`src/design/ofd_pkg.sv`:
```
// Package for the operand field decoder: field positions, widths, types.
// Assumes 16-bit instruction words and a single core clock.
package ofd_pkg;
  localparam int WORD_W = 16;
  localparam int FILE_W = 8;
  localparam int ADDR12_W = 12;
  localparam int TPTR_W = 21;
  localparam int BANK_W = 4;
  localparam int OFS_W = 7;
  localparam int PTR_SEL_W = 2;
  localparam int MOVE_MARK_W = 4;
  localparam logic [3:0] MOVE_MARK = 4'hf;
  localparam int POS_A = 8;
  localparam int POS_D = 9;
  localparam int POS_S = 0;
  localparam int POS_BIT_LO = 9;
  localparam logic [7:0] ACCESS_SPLIT = 8'h60;
  localparam logic [3:0] ACCESS_HI_BANK = 4'hf;
  localparam logic [TPTR_W-1:0] TPTR_RST = 21'h000000;
  localparam logic [7:0] TLAT_RST = 8'h00;
  localparam logic [4:0] FLAGS_RST = 5'h00;

  // Instruction format class, one-hot
  typedef enum logic [6:0] {
    OFD_FMT_BYTE = 7'h01,
    OFD_FMT_BIT = 7'h02,
    OFD_FMT_LIT = 7'h04,
    OFD_FMT_MOVE = 7'h08,
    OFD_FMT_CTRL = 7'h10,
    OFD_FMT_TABLE = 7'h20,
    OFD_FMT_INDEX = 7'h40
  } ofd_fmt_e;

  // Table pointer modes as encoded in the two low bits
  typedef enum logic [3:0] {
    OFD_TM_NONE = 4'h1,
    OFD_TM_POST_INC = 4'h2,
    OFD_TM_POST_DEC = 4'h4,
    OFD_TM_PRE_INC = 4'h8
  } ofd_tmode_e;

  // Literal width selection
  typedef enum logic [2:0] {
    OFD_LIT8 = 3'h1,
    OFD_LIT12 = 3'h2,
    OFD_LIT20 = 3'h4
  } ofd_litw_e;

  // Status flags
  typedef struct packed {
    logic neg;
    logic ovf;
    logic zero;
    logic dcarry;
    logic carry;
  } ofd_flags_s;

  // Decoded operand bundle to the datapath
  typedef struct packed {
    logic [ADDR12_W-1:0] data_addr;
    logic [2:0] bit_pos;
    logic [7:0] bit_mask;
    logic dest_file;
    logic [PTR_SEL_W-1:0] ptr_sel;
    logic [ADDR12_W-1:0] move_src;
    logic [ADDR12_W-1:0] move_dst;
    logic [19:0] literal;
    logic fast;
    logic [19:0] branch_ofs;
    logic [19:0] branch_abs;
    logic [ADDR12_W-1:0] idx_src;
    logic [ADDR12_W-1:0] idx_dst;
    logic second_nop;
  } ofd_ops_s;
endpackage

```
`src/design/ofd_decoder.sv`:
```
// Operand field decoder for a 16-bit instruction word core.
// Assumes the fetch stage marks the format class and the second word.
// Strobes are combinational; the status flags, table pointer and table latch are held here.
// Summary of operation
// RL1: Access bit 0 selects access RAM, ignores bank
// RL2: Access bit 1 uses bank select with address
// RL3: Three-bit field selects bit 0 to 7
// RL4: Destination bit picks accumulator or file register
// RL5: File field is 8-bit address or pointer
// RL6: Two-word move carries 12-bit source, destination
// RL7: Literals decode as 8, 12 or 20 bits
// RL8: Fast bit 1 uses shadows, 0 leaves them
// RL9: Table pointer mode: hold, post-inc, post-dec, pre-inc
// RL10: Hold 21-bit table pointer and 8-bit latch
// RL11: Branch field is signed offset or absolute
// RL12: 7-bit index offsets added to indirect pointer
// RL13: Don't-care bits must not change behaviour
// RL14: Keep carry, digit carry, zero, overflow, negative
// RL15: Second word has ones on top, alone NOP
// RL16: Operands valid in the issuing instruction cycle
`timescale 1ns/1ps
module ofd_decoder (
  input wire logic ref_clk,
  input wire logic rst_n,
  input wire logic issue,
  input wire logic [15:0] instr_word,
  input wire logic [15:0] prev_word,
  input wire logic second_slot,
  input wire ofd_pkg::ofd_fmt_e fmt,
  input wire ofd_pkg::ofd_litw_e lit_width,
  input wire logic branch_rel,
  input wire logic [10:0] branch_rel_w,
  input wire logic [3:0] bank_select_register,
  input wire logic [11:0] indirect_pointer_register,
  input wire logic flags_we,
  input wire ofd_pkg::ofd_flags_s flags_in,
  input wire ofd_pkg::ofd_flags_s flags_mask,
  input wire logic ptr_load,
  input wire logic [ofd_pkg::TPTR_W-1:0] ptr_load_val,
  input wire logic latch_load,
  input wire logic [7:0] latch_load_val,
  output ofd_pkg::ofd_ops_s ops,
  output logic ops_valid,
  output logic wr_accumulator,
  output logic wr_file,
  output logic shadow_save,
  output logic tbl_go,
  output ofd_pkg::ofd_tmode_e tbl_mode,
  output logic [ofd_pkg::TPTR_W-1:0] table_pointer,
  output logic [ofd_pkg::TPTR_W-1:0] table_fetch_addr,
  output logic [7:0] table_latch,
  output ofd_pkg::ofd_flags_s status_flags
);
  // Field slices and decoded helpers
  logic [7:0] f8;
  logic a_bit;
  logic d_bit;
  logic [3:0] bank_eff;
  logic is_second;
  logic [20:0] rel_sext;
  logic [11:0] lit12;
  logic [19:0] lit20;
  logic [19:0] lit_sel;
  logic [7:0] bit_mask;
  logic [6:0] zs;
  logic [6:0] zd;
  ofd_pkg::ofd_tmode_e mode_dec;
  ofd_pkg::ofd_flags_s flags_q;
  ofd_pkg::ofd_flags_s flags_d;
  logic [7:0] lit8;
  logic [11:0] data_addr_w;
  logic [11:0] idx_src_w;
  logic [11:0] idx_dst_w;
  logic second_nop_w;

  // Format class helpers
  logic is_byte;
  logic is_bit;
  logic is_move;
  logic is_ctrl;
  logic is_table;
  logic act;

  // Decode two mode bits to a one-hot table mode
  // All four codes are legal; the default arm is what decodes code 0 to hold,
  // as no other arm covers it
  function automatic ofd_pkg::ofd_tmode_e tmode_of(input logic [1:0] m);
    ofd_pkg::ofd_tmode_e r;
    r = ofd_pkg::OFD_TM_NONE;
    case (m)
      2'h1: r = ofd_pkg::OFD_TM_POST_INC;
      2'h2: r = ofd_pkg::OFD_TM_POST_DEC;
      2'h3: r = ofd_pkg::OFD_TM_PRE_INC;
      default: r = ofd_pkg::OFD_TM_NONE;
    endcase
    return r;
  endfunction

  // Basic field extraction, all combinational within the issue cycle
  // The marker nibble is trusted only when the fetch flags a second word
  assign f8 = instr_word[7:0]; // RL5
  assign a_bit = instr_word[ofd_pkg::POS_A];
  assign d_bit = instr_word[ofd_pkg::POS_D];
  assign is_second = second_slot &&
    (instr_word[15:12] == ofd_pkg::MOVE_MARK); // RL15

  // Format class tests, shared by the strobes below
  assign is_byte = (fmt == ofd_pkg::OFD_FMT_BYTE);
  assign is_bit = (fmt == ofd_pkg::OFD_FMT_BIT);
  assign is_move = (fmt == ofd_pkg::OFD_FMT_MOVE);
  assign is_ctrl = (fmt == ofd_pkg::OFD_FMT_CTRL);
  assign is_table = (fmt == ofd_pkg::OFD_FMT_TABLE);

  // Access RAM ignores the bank register; offsets below 8'h60 bank 0, from 8'h60 up top
  // Split point and top bank are package constants; banked accesses
  // take the bank register whole, with no split
  assign bank_eff = a_bit ? bank_select_register : // RL2
    ((f8 < ofd_pkg::ACCESS_SPLIT) ? 4'h0 : ofd_pkg::ACCESS_HI_BANK); // RL1
  assign data_addr_w = {bank_eff, f8}; // RL2

  // Bit position and its one-hot mask
  // One comparator per bit keeps a shifter out of the path
  generate
    for (genvar i = 0; i < 8; i++) begin : g_mask
      assign bit_mask[i] = (instr_word[11:9] == 3'(i)); // RL3
    end
  endgenerate

  // Literal widths
  // The 20-bit form takes its low byte from the first word;
  // the short forms are zero extended
  assign lit8 = f8; // RL7
  assign lit12 = instr_word[11:0];
  assign lit20 = {instr_word[11:0], prev_word[7:0]};
  assign lit_sel = (lit_width == ofd_pkg::OFD_LIT20) ? lit20 :
                   (lit_width == ofd_pkg::OFD_LIT12) ? {8'h00, lit12} :
                   {12'h000, lit8}; // RL7

  // Signed branch offset, 11-bit or 8-bit field sign extended
  // Top bit of the width input picks the long form; the kind input
  // only says what the datapath will do with the result
  assign rel_sext = branch_rel_w[10] ?
    {{10{instr_word[10]}}, instr_word[10:0]} :
    {{13{instr_word[7]}}, instr_word[7:0]}; // RL11

  // Index offsets; sums wrap at the top of the 12-bit space
  assign zs = second_slot ? prev_word[6:0] : instr_word[6:0];
  assign zd = instr_word[6:0];
  assign idx_src_w = indirect_pointer_register + {5'h00, zs}; // RL12
  assign idx_dst_w = indirect_pointer_register + {5'h00, zd}; // RL12

  // A lone second word decodes as a no-operation
  assign second_nop_w = is_second && !is_move && !is_ctrl; // RL15
  assign mode_dec = tmode_of(instr_word[1:0]);

  // Operand bundle; bits outside each field are never looked at
  // Clearing first keeps every field defined on every path
  always_comb begin
    ops = '0; // RL13
    ops.data_addr = data_addr_w; // RL2
    ops.bit_pos = instr_word[11:9]; // RL3
    ops.bit_mask = bit_mask;
    ops.dest_file = d_bit; // RL4
    ops.ptr_sel = instr_word[5:4]; // RL5
    ops.move_src = prev_word[11:0]; // RL6
    ops.move_dst = instr_word[11:0]; // RL6
    ops.literal = lit_sel;
    ops.fast = instr_word[ofd_pkg::POS_S]; // RL8
    ops.branch_ofs = rel_sext[19:0]; // RL11
    ops.branch_abs = lit20; // RL11
    ops.idx_src = idx_src_w; // RL12
    ops.idx_dst = idx_dst_w; // RL12
    ops.second_nop = second_nop_w; // RL15
  end

  // Strobes are gated by the issue pulse; a lone second word raises no write or shadow strobe
  // A word that only carries operands must never write or touch shadows
  assign act = issue && !second_nop_w; // RL15
  assign ops_valid = issue; // RL16
  assign wr_accumulator = act && is_byte && !d_bit; // RL4
  assign wr_file = act && ((is_byte && d_bit) || is_bit ||
    (is_move && second_slot)); // RL4
  assign shadow_save = act && is_ctrl && instr_word[ofd_pkg::POS_S]; // RL8

  // Table operations are single-word, so no second-word gate
  assign tbl_go = issue && is_table; // RL9
  assign tbl_mode = mode_dec;

  // Status flags: masked update from the datapath
  // Unmasked flags keep their value through a write
  assign flags_d = flags_we ? ((flags_q & ~flags_mask) |
    (flags_in & flags_mask)) : flags_q; // RL14

  // Flag storage, cleared by reset
  always_ff @(posedge ref_clk) begin
    if (!rst_n) begin
      flags_q <= ofd_pkg::FLAGS_RST;
    end else begin
      flags_q <= flags_d; // RL14
    end
  end

  // Flags leave straight from the register
  assign status_flags = flags_q;

  // Table pointer and latch
  // Mode reaches the holder in the same cycle as its strobe
  ofd_table_ptr u_tbl (
    .ref_clk(ref_clk),
    .rst_n(rst_n),
    .tbl_go(tbl_go),
    .tbl_mode(mode_dec),
    .ptr_load(ptr_load),
    .ptr_load_val(ptr_load_val),
    .latch_load(latch_load),
    .latch_load_val(latch_load_val),
    .table_pointer(table_pointer),
    .fetch_addr(table_fetch_addr),
    .table_latch(table_latch)
  ); // RL10
endmodule

```
`src/design/ofd_table_ptr.sv`:
```
// Table pointer and table latch holding stage.
// Assumes mode and strobes are presented by the decoder in the same cycle.
`timescale 1ns/1ps
module ofd_table_ptr (
  input wire logic ref_clk,
  input wire logic rst_n,
  input wire logic tbl_go,
  input wire ofd_pkg::ofd_tmode_e tbl_mode,
  input wire logic ptr_load,
  input wire logic [ofd_pkg::TPTR_W-1:0] ptr_load_val,
  input wire logic latch_load,
  input wire logic [7:0] latch_load_val,
  output logic [ofd_pkg::TPTR_W-1:0] table_pointer,
  output logic [ofd_pkg::TPTR_W-1:0] fetch_addr,
  output logic [7:0] table_latch
);
  logic [ofd_pkg::TPTR_W-1:0] ptr_q;
  logic [ofd_pkg::TPTR_W-1:0] ptr_d;
  logic [ofd_pkg::TPTR_W-1:0] ptr_inc;
  logic [ofd_pkg::TPTR_W-1:0] ptr_dec;
  logic [7:0] lat_q;

  // Pointer arithmetic for the four modes
  assign ptr_inc = ptr_q + ofd_pkg::TPTR_W'(1);
  assign ptr_dec = ptr_q - ofd_pkg::TPTR_W'(1);
  assign fetch_addr = (tbl_mode == ofd_pkg::OFD_TM_PRE_INC) ? ptr_inc : ptr_q; // RL9
  assign ptr_d = ptr_load ? ptr_load_val :
                 !tbl_go ? ptr_q :
                 (tbl_mode == ofd_pkg::OFD_TM_NONE) ? ptr_q :
                 (tbl_mode == ofd_pkg::OFD_TM_POST_DEC) ? ptr_dec :
                 ptr_inc; // RL9

  // Pointer and latch storage
  always_ff @(posedge ref_clk) begin
    if (!rst_n) begin
      ptr_q <= ofd_pkg::TPTR_RST;
      lat_q <= ofd_pkg::TLAT_RST;
    end else begin
      ptr_q <= ptr_d; // RL10
      if (latch_load) begin
        lat_q <= latch_load_val; // RL10
      end
    end
  end

  assign table_pointer = ptr_q;
  assign table_latch = lat_q;
endmodule

```
`config.mk`:
```
export PLATFORM = sky130hd
export DESIGN_NAME = ofd_decoder
export DESIGN_NICKNAME = d
export VERILOG_FILES = /design/src/design/ofd_pkg.sv /design/src/design/ofd_decoder.sv /design/src/design/ofd_table_ptr.sv
export SDC_FILE = /design/constraint.sdc
export NUM_CORES = 1
export LEC_CHECK = 0
export ABC_CLOCK_PERIOD_IN_PS = 3930
export BUFFER_PORTS_ARGS = -buffer_cell sky130_fd_sc_hd__buf_2
export CAP_MARGIN = 0
export CELL_PAD_IN_SITES_DETAIL_PLACEMENT = 1
export CELL_PAD_IN_SITES_GLOBAL_PLACEMENT = 1
export CORE_MARGIN = 2
export CORE_UTILIZATION = 25
export DETAILED_ROUTE_END_ITERATION = 16
export GPL_ROUTABILITY_DRIVEN = 0
export PLACE_DENSITY_LB_ADDON = 0.1
export SETUP_SLACK_MARGIN = 0.15
export SYNTH_ARGS = -nofsm -noshare
export SYNTH_HDL_FRONTEND = slang
export SYNTH_HIERARCHICAL = 1
export SYNTH_SLANG_ARGS = --single-unit
```
`constraint.sdc`:
```
create_clock -name ref_clk -period 3.93 [get_ports ref_clk]
set_clock_uncertainty 0.2 [all_clocks]
set_input_delay 0.393 -clock ref_clk [delete_from_list [all_inputs] [get_ports ref_clk]]
set_output_delay 0.393 -clock ref_clk [all_outputs]
set_load 0.01 [all_outputs]
```
==> key figures, run 1 <==
Power and ir drop
  • Pwr dens: around 260 nW/µm²
  • Peak VDD IR: approximately 180 µV
  • P_leak: between 2 and 3 nW

Clocking
  • Cts bufs inserted: 5
  • Clk root buf: clkbuf_16
  • Cts hold-fix bufs: 0
  • Post-CTS Setup Inserts: 0
  • Clock Latency Late Sink: between 0.2 and 0.3 ns
  • Clock-pin slew on the worst setup and hold paths: 0.06 ns
  • Depth of the CTS H-tree: 2
  • PostCTS Resize Cnt: 0
  • CTS max path bufs: 2
  • # clock sinks: 34
  • CTS tree: done

Setup path
  • Setup CP Type: in -> out
  • Critical Path AT: 2.93 ns
  • Setup crit start kind: primary input
  • CP endpoint kind: primary output
  • Data required time of the critical path: about 3.3 ns
  • Critical Path Fanout Max: 10

Floorplanning
  • Die X: 137 µm
  • Total core area: around 17000 µm²
  • FP Rows: 48
  • Initial Util: around a quarter
  • Die Y: around 140 µm
  • I/O pin total: around 320
  • Die area: 18700 µm²

Detailed routing
  • DRT iter0 DRCs: 138
  • Top sig layer: met5
  • Final wirelength: about 17 mm
  • DR DRC count: 0
  • DRT antenna net count: 0
  • Vias post-DR: roughly 4900
  • Routed vias/inst: 4.86
  • Met1 wire length: between 6 and 7 mm
  • Met3 wire length: approximately 1 mm
  • WL/cell: about 17 µm
  • WL met2: 9.11 mm
  • Drt pass-1 iters: 4

Synthesis
  • FFs w/ async S/R, synth: 0%
  • Unique cell type count in the Yosys netlist: 66
  • Xor/xnor cell area share of the yosys netlist: between 10% and 20%
  • Largest family of logic cells by synthesized area: simple AND/OR/NAND/NOR gates
  • Synth Area in Compound Gates: 16.9%
  • Mux contribution to synthesized area: 5.88%
  • Post-Synthesis Net Count: 727
  • Synthesized area: approximately 4400 µm²
  • Post-synthesis adder-cell area fraction: under 10%
  • Mean Syn Cell Area: 7.43 µm²
  • Synthesis Warnings: 6
  • Post-synthesis instance total: slightly below 600
  • Yosys reg bits: 34
  • Post-synthesis sequential area ratio: 15.5%
  • EDFF count, synth: 0
  • Primary FF master, synth: dfxtp_1
  • Synth Area in Simple Gates: ~27%

Layout
  • Area of the multi-input gates: 2940 µm²
  • Total Nets Final: 918
  • Commonest cells after routing, fill and taps aside: buf_2, nand2_1, xnor2_1, o21ai_0, dfxtp_1
  • Filler Cells Inserted: about 2200
  • Layout cell share with drive strength beyond 1: 42.3%
  • Area grow syn2layout: 27.6%
  • Commonest non-fill, non-tap cell in the layout: buf_2
  • Seq. cell area: roughly 680 µm²

Global routing
  • GRT Total Usage: between 10% and 20%
  • Number of global-route vias before repair: 4865
  • Pin count of the biggest net entering global routing: 31
  • Global route total overflow: 0
  • Initial antenna violation count: 3
  • Global-route wire length before repair: about 26 mm

Job
  • Max-cap viol count: 0

Timing
  • F_max: about 280 MHz
  • Least-Margin Pin Slew: ~0.67 ns
  • RSZ-0062 raised after global routing: no
  • Slew Viols, Final: 0
  • Final Cycle Share: 89.5%
  • Slew headroom: approximately 55%
  • Final setup violation count: 0
  • Fin Setup TNS: 0 ns
  • Hold Slack: 0.111 ns
  • Final Hold Viols: 0
  • Fin crit period: 3.52 ns

Outcome
  • Outcome: finished, final reports clean

Min path
  • Worst hold path class: in -> reg

Place
  • # port buffers: 292
  • Dpl hpwl: roughly 14 mm
## power breakdown
part	switching (W)	leakage, nW	internal, W
sequential	0.0000380	0.281	0.000366
combinational	0.000339	2.28	0.000257
clock	0.000154	0.0829	0.000313
total	0.000531	2.64	0.000936
## layer usage
| metal | vias to the layer above | global-route usage, % |
|---|---|---|
| li1 | 2386 | - |
| met2 | 173 | 33.3 |
| met3 | 27 | 3.26 |
| met5 | - | 0 |
| met1 | 2316 | 20.1 |
| met4 | 4 | 4.46 |
## worst max-delay path, cell delays in order
cell	delay, ns
buf_2	0.24
mux2_2	0.37
ha_1	0.22
fa_1	0.43
a211oi_1	0.39
o21bai_1	0.19
a2111o_1	0.44
o211ai_1	0.09
buf_2	0.16
## per-stage QoR
step / power (W) / utilization [%] / setup WS, ns / instances / instance area (µm²)
3_5_place_dp: 0.00101 / 31.6 / 0.423 / 1002 / 5450
2_1_floorplan: 0.000798 / - / 0.693 / 593 / 4400
4_1_cts: 0.00149 / 32.6 / 0.423 / 1009 / 5620
6_report: 0.00147 / 32.6 / 0.412 / 1010 / 5620
5_1_grt: 0.00156 / 32.6 / 0.297 / 1009 / 5620
3_3_place_gp: 0.00101 / 31.6 / 0.475 / 1002 / 5450
## cells in the mapped netlist, types with 14 or more instances
| cell | instances | share of area, % |
|---|---|---|
| a21oi_1 | 31 | 3.5 |
| and2_1 | 15 | 2.1 |
| buf_4 | 79 | 13 |
| clkbuf_1 | 25 | 2.1 |
| dfxtp_1 | 34 | 15 |
| ha_1 | 16 | 4.5 |
| inv_1 | 14 | 1.2 |
| mux2_2 | 15 | 3.8 |
| nand2_1 | 55 | 4.7 |
| nand3_1 | 24 | 2.7 |
| nor2_1 | 23 | 2.0 |
| nor2b_1 | 15 | 2.1 |
| nor3_1 | 18 | 2.0 |
| o21ai_0 | 36 | 4.1 |
| xnor2_1 | 41 | 8.2 |
| xor2_1 | 16 | 3.2 |
## area by class of cell
type                    instances  area share, %
multi-input cells             433           52.4
repair buffers                296           26.5
flip-flops and latches         34           12.1
well taps                     225           5.01
clock buffers                   6           2.47
inverters                      14          0.935
clock inverters                 1          0.534
diodes                          1         0.0445
## kinds of logic after synthesis
kind of cell	Yosys count
AO/OA/AOI/OAI	119
XOR/XNOR	57
adder cells (fa/ha/maj)	18
buffers and inverters	126
flip-flops	34
multiplexers	24
AND/OR/NAND/NOR	215
## final timing paths
| check | start | endpoint | slack (ns) | depth (start not counted) |
|---|---|---|---|---|
| setup / recovery | second_slot | ops[23] | 0.41 | 9 |
| hold / removal | ptr_load_val[14] | u_tbl/table_pointer[14]$_SDFFE_PN0P_ | 0.11 | 3 |
| setup reg to reg | u_tbl/table_pointer[3]$_SDFFE_PN0P_ | u_tbl/table_pointer[20]$_SDFFE_PN0P_ | 1.48 | 6 |
| hold reg to reg | flop | flop | 0.26 | 2 |
No activity file was read; power rests on OpenSTA's default activity.
==> inputs of run 2 (changes only) <==
CORE_UTILIZATION = 28   (was 25)
==> key figures, run 2 (synthesis gave the netlist of run 1 again) <==
Outcome
  • Outcome: finished, final reports clean

Floorplanning
  • Die X: 129 µm (-5.3%)
  • Die area: 16700 µm² (-10%)
  • Total core area: 15300 µm² (-11%)
  • Die Y: 129 µm (-5.3%)
  • Initial Util: 28.9% (+3.3 points)
  • I/O pin total: 316 (unchanged)
  • FP Rows: 45 (-6.3%)

Power and ir drop
  • Clk pwr share: 34.8% (+3.0 points)
  • Combinational power share: 38.9% (-1.8 points)
  • Pwr dens: 272 nW/µm² (+4.4%)
  • Peak VDD IR: 154 µV (-16%)
  • Int Power: 0.000988 W (+5.5%)
  • P_sw: 0.000545 W (+2.6%)
  • P_leak: 2.65 nW (+0.44%)
  • Switching share of power: 35.5% (-0.64 points)
  • Sequential cell fraction of total power: 26.3% (-1.2 points)

Setup path
  • Setup crit start kind: primary input
  • Reg2reg setup slack: 1.48 ns (about the same)
  • Slowest Stage Delay on Critical Path: 0.44 ns (about the same)
  • Data required time of the critical path: 3.34 ns (about the same)
  • CP cell instances: buf_2 -> mux2_2 -> ha_1 -> fa_1 -> a211oi_1 -> o21bai_1 -> a2111o_1 -> o211ai_1 -> buf_2
  • Worst r2r path cells: 6 (unchanged)
  • Reg-to-reg startpoint: u_tbl/table_pointer[2]$_SDFFE_PN0P_
  • CP delay by family, top: compound AO/OA/AOI/OAI gates
  • Bufs and invs on worst path: 2 (unchanged)
  • Most frequent CP cell: buf_2
  • Setup CP Type: in -> out
  • CP endpoint kind: primary output
  • Critical Path Fanout Max: 10 (unchanged)
  • Reg2reg end: u_tbl/table_pointer[20]$_SDFFE_PN0P_
  • Critical Path AT: 2.84 ns (-0.09 ns)
  • Slowest-stage cell, CP: a2111o_1

Layout
  • Commonest cells after routing, fill and taps aside: buf_2, nand2_1, xnor2_1, o21ai_0, dfxtp_1
  • Layout cell share with drive strength beyond 1: 42.4% (+0.073 points)
  • Commonest non-fill, non-tap cell in the layout: buf_2
  • Post-route insts no fill: 996 (-1.4%)
  • Filler Cells Inserted: 1931 (-12%)
  • Ant diodes: 0 (-1)
  • Area grow syn2layout: 27.8% (about the same)
  • Post-route cell area: 5630 µm² (about the same)
  • Total Nets Final: 918 (unchanged)

Global routing
  • GRT Total Usage: 19.6% (+2.0 points)
  • Global-route wire length before repair: 26.3 mm (+0.55%)
  • Pin count of the biggest net entering global routing: 31 (unchanged)
  • Global route total overflow: 0 (unchanged)
  • Number of global-route vias before repair: 4991 (+2.6%)
  • Initial antenna violation count: 0 (-3)

Clocking
  • # clock sinks: 34 (unchanged)
  • Post-CTS Setup Inserts: 0 (unchanged)
  • Clk root buf: clkbuf_16
  • Clock-pin slew on the worst setup and hold paths: 0.06 ns (about the same)
  • PostCTS Resize Cnt: 0 (unchanged)
  • Depth of the CTS H-tree: 2 (unchanged)
  • CTS tree: done
  • Cts bufs inserted: 5 (unchanged)
  • CTS max path bufs: 2 (unchanged)
  • Clock Latency Late Sink: 0.29 ns (about the same)
  • Cts hold-fix bufs: 0 (unchanged)

Detailed routing
  • Final wirelength: 17.1 mm (-0.95%)
  • Routed vias/inst: 4.90 (+0.79%)
  • DR DRC count: 0 (unchanged)
  • WL/cell: 17.2 µm (+0.44%)
  • DRT iter0 DRCs: 99 (-28%)
  • Drt pass-1 iters: 4 (unchanged)
  • DRT antenna net count: 0 (unchanged)
  • Vias post-DR: 4876 (-0.61%)

Job
  • Max-cap viol count: 0 (unchanged)

Timing
  • RSZ-0062 raised after global routing: no
  • Final Cycle Share: 87.3% (-2.2 points)
  • Slew Viols, Final: 0 (unchanged)
  • Final setup violation count: 0 (unchanged)
  • Least-Margin Pin Slew: 1.08 ns (+0.410 ns)
  • Fin Setup TNS: 0 ns (unchanged)
  • Slew headroom: 27.2% (-28 points)
  • F_max: 291 MHz (+2.5%)
  • Fin crit period: 3.43 ns (-0.0865 ns)
  • Final Hold Viols: 0 (unchanged)

Place
  • Cell area after placement: 5430 µm² (-0.32%)
  • # port buffers: 292 (unchanged)
  • Dpl hpwl: 14.0 mm (-1.6%)
  • Placed Cells: 988 (-1.4%)

Min path
  • Hold EP: u_tbl/table_pointer[16]$_SDFFE_PN0P_
  • Worst hold path class: in -> reg
  • Hold path cells: 3 (unchanged)
  • Worst hold start: ptr_load_val[16]
## run 2: worst min-delay path, delay by kind of cell
family / cells / cell delay, ns
and+or+nand+nor: 1 / 0.04
buffers and inverters: 1 / 0.08
AOI/OAI and AO/OA: 1 / 0.05
## run 2: worst max path at each step
stage                           start      end  slack, ns  depth (start not counted)
after floorplan           second_slot  ops[23]       0.69                          8
after global placement    second_slot  ops[23]       0.51                          9
after global routing      second_slot  ops[23]       0.35                          9
after CTS                 second_slot  ops[23]       0.45                          9
final                     second_slot  ops[23]       0.50                          9
after detailed placement  second_slot  ops[23]       0.44                          9
## run 2: per-stage QoR
step | hold WS, ns | util, % | setup slack (ns) | power [W]
finish | 0.108 | 36.9 | 0.498 | 0.00153
global route | 0.131 | 36.9 | 0.353 | 0.00163
CTS | 0.108 | 36.9 | 0.447 | 0.00156
detailed placement | 0.265 | 35.6 | 0.442 | 0.00101
global placement | 0.251 | 35.6 | 0.514 | 0.00100
floorplan | 0.288 | - | 0.693 | 0.000798
## run 2: final cells by class
cell class | count | area (µm²) | share of cell area [%]
clock buffer | 5 | 125 | 2.22
multi-input combinational | 433 | 2940 | 52.3
sequential | 34 | 681 | 12.1
clock inverter | 3 | 68.8 | 1.22
tap | 211 | 264 | 4.69
inverter | 14 | 52.6 | 0.934
timing repair buffer | 296 | 1490 | 26.5
## run 2: power by group through the flow
stage	Sequential, W	Combinational, W	Clock (W)
after floorplan	0.000399	0.000399	0
after global placement	0.000410	0.000593	0
after detailed placement	0.000411	0.000602	0
after CTS	0.000403	0.000606	0.000547
after global routing	0.000408	0.000660	0.000560
final	0.000403	0.000597	0.000533
## run 2: per-layer routing
metal	wire [µm]	global-route usage, %	up-vias
met5	0	0	-
met4	234	4.93	0
met3	923	3.30	16
met2	9330	38.6	168
met1	6640	21.5	2318
li1	-	-	2374
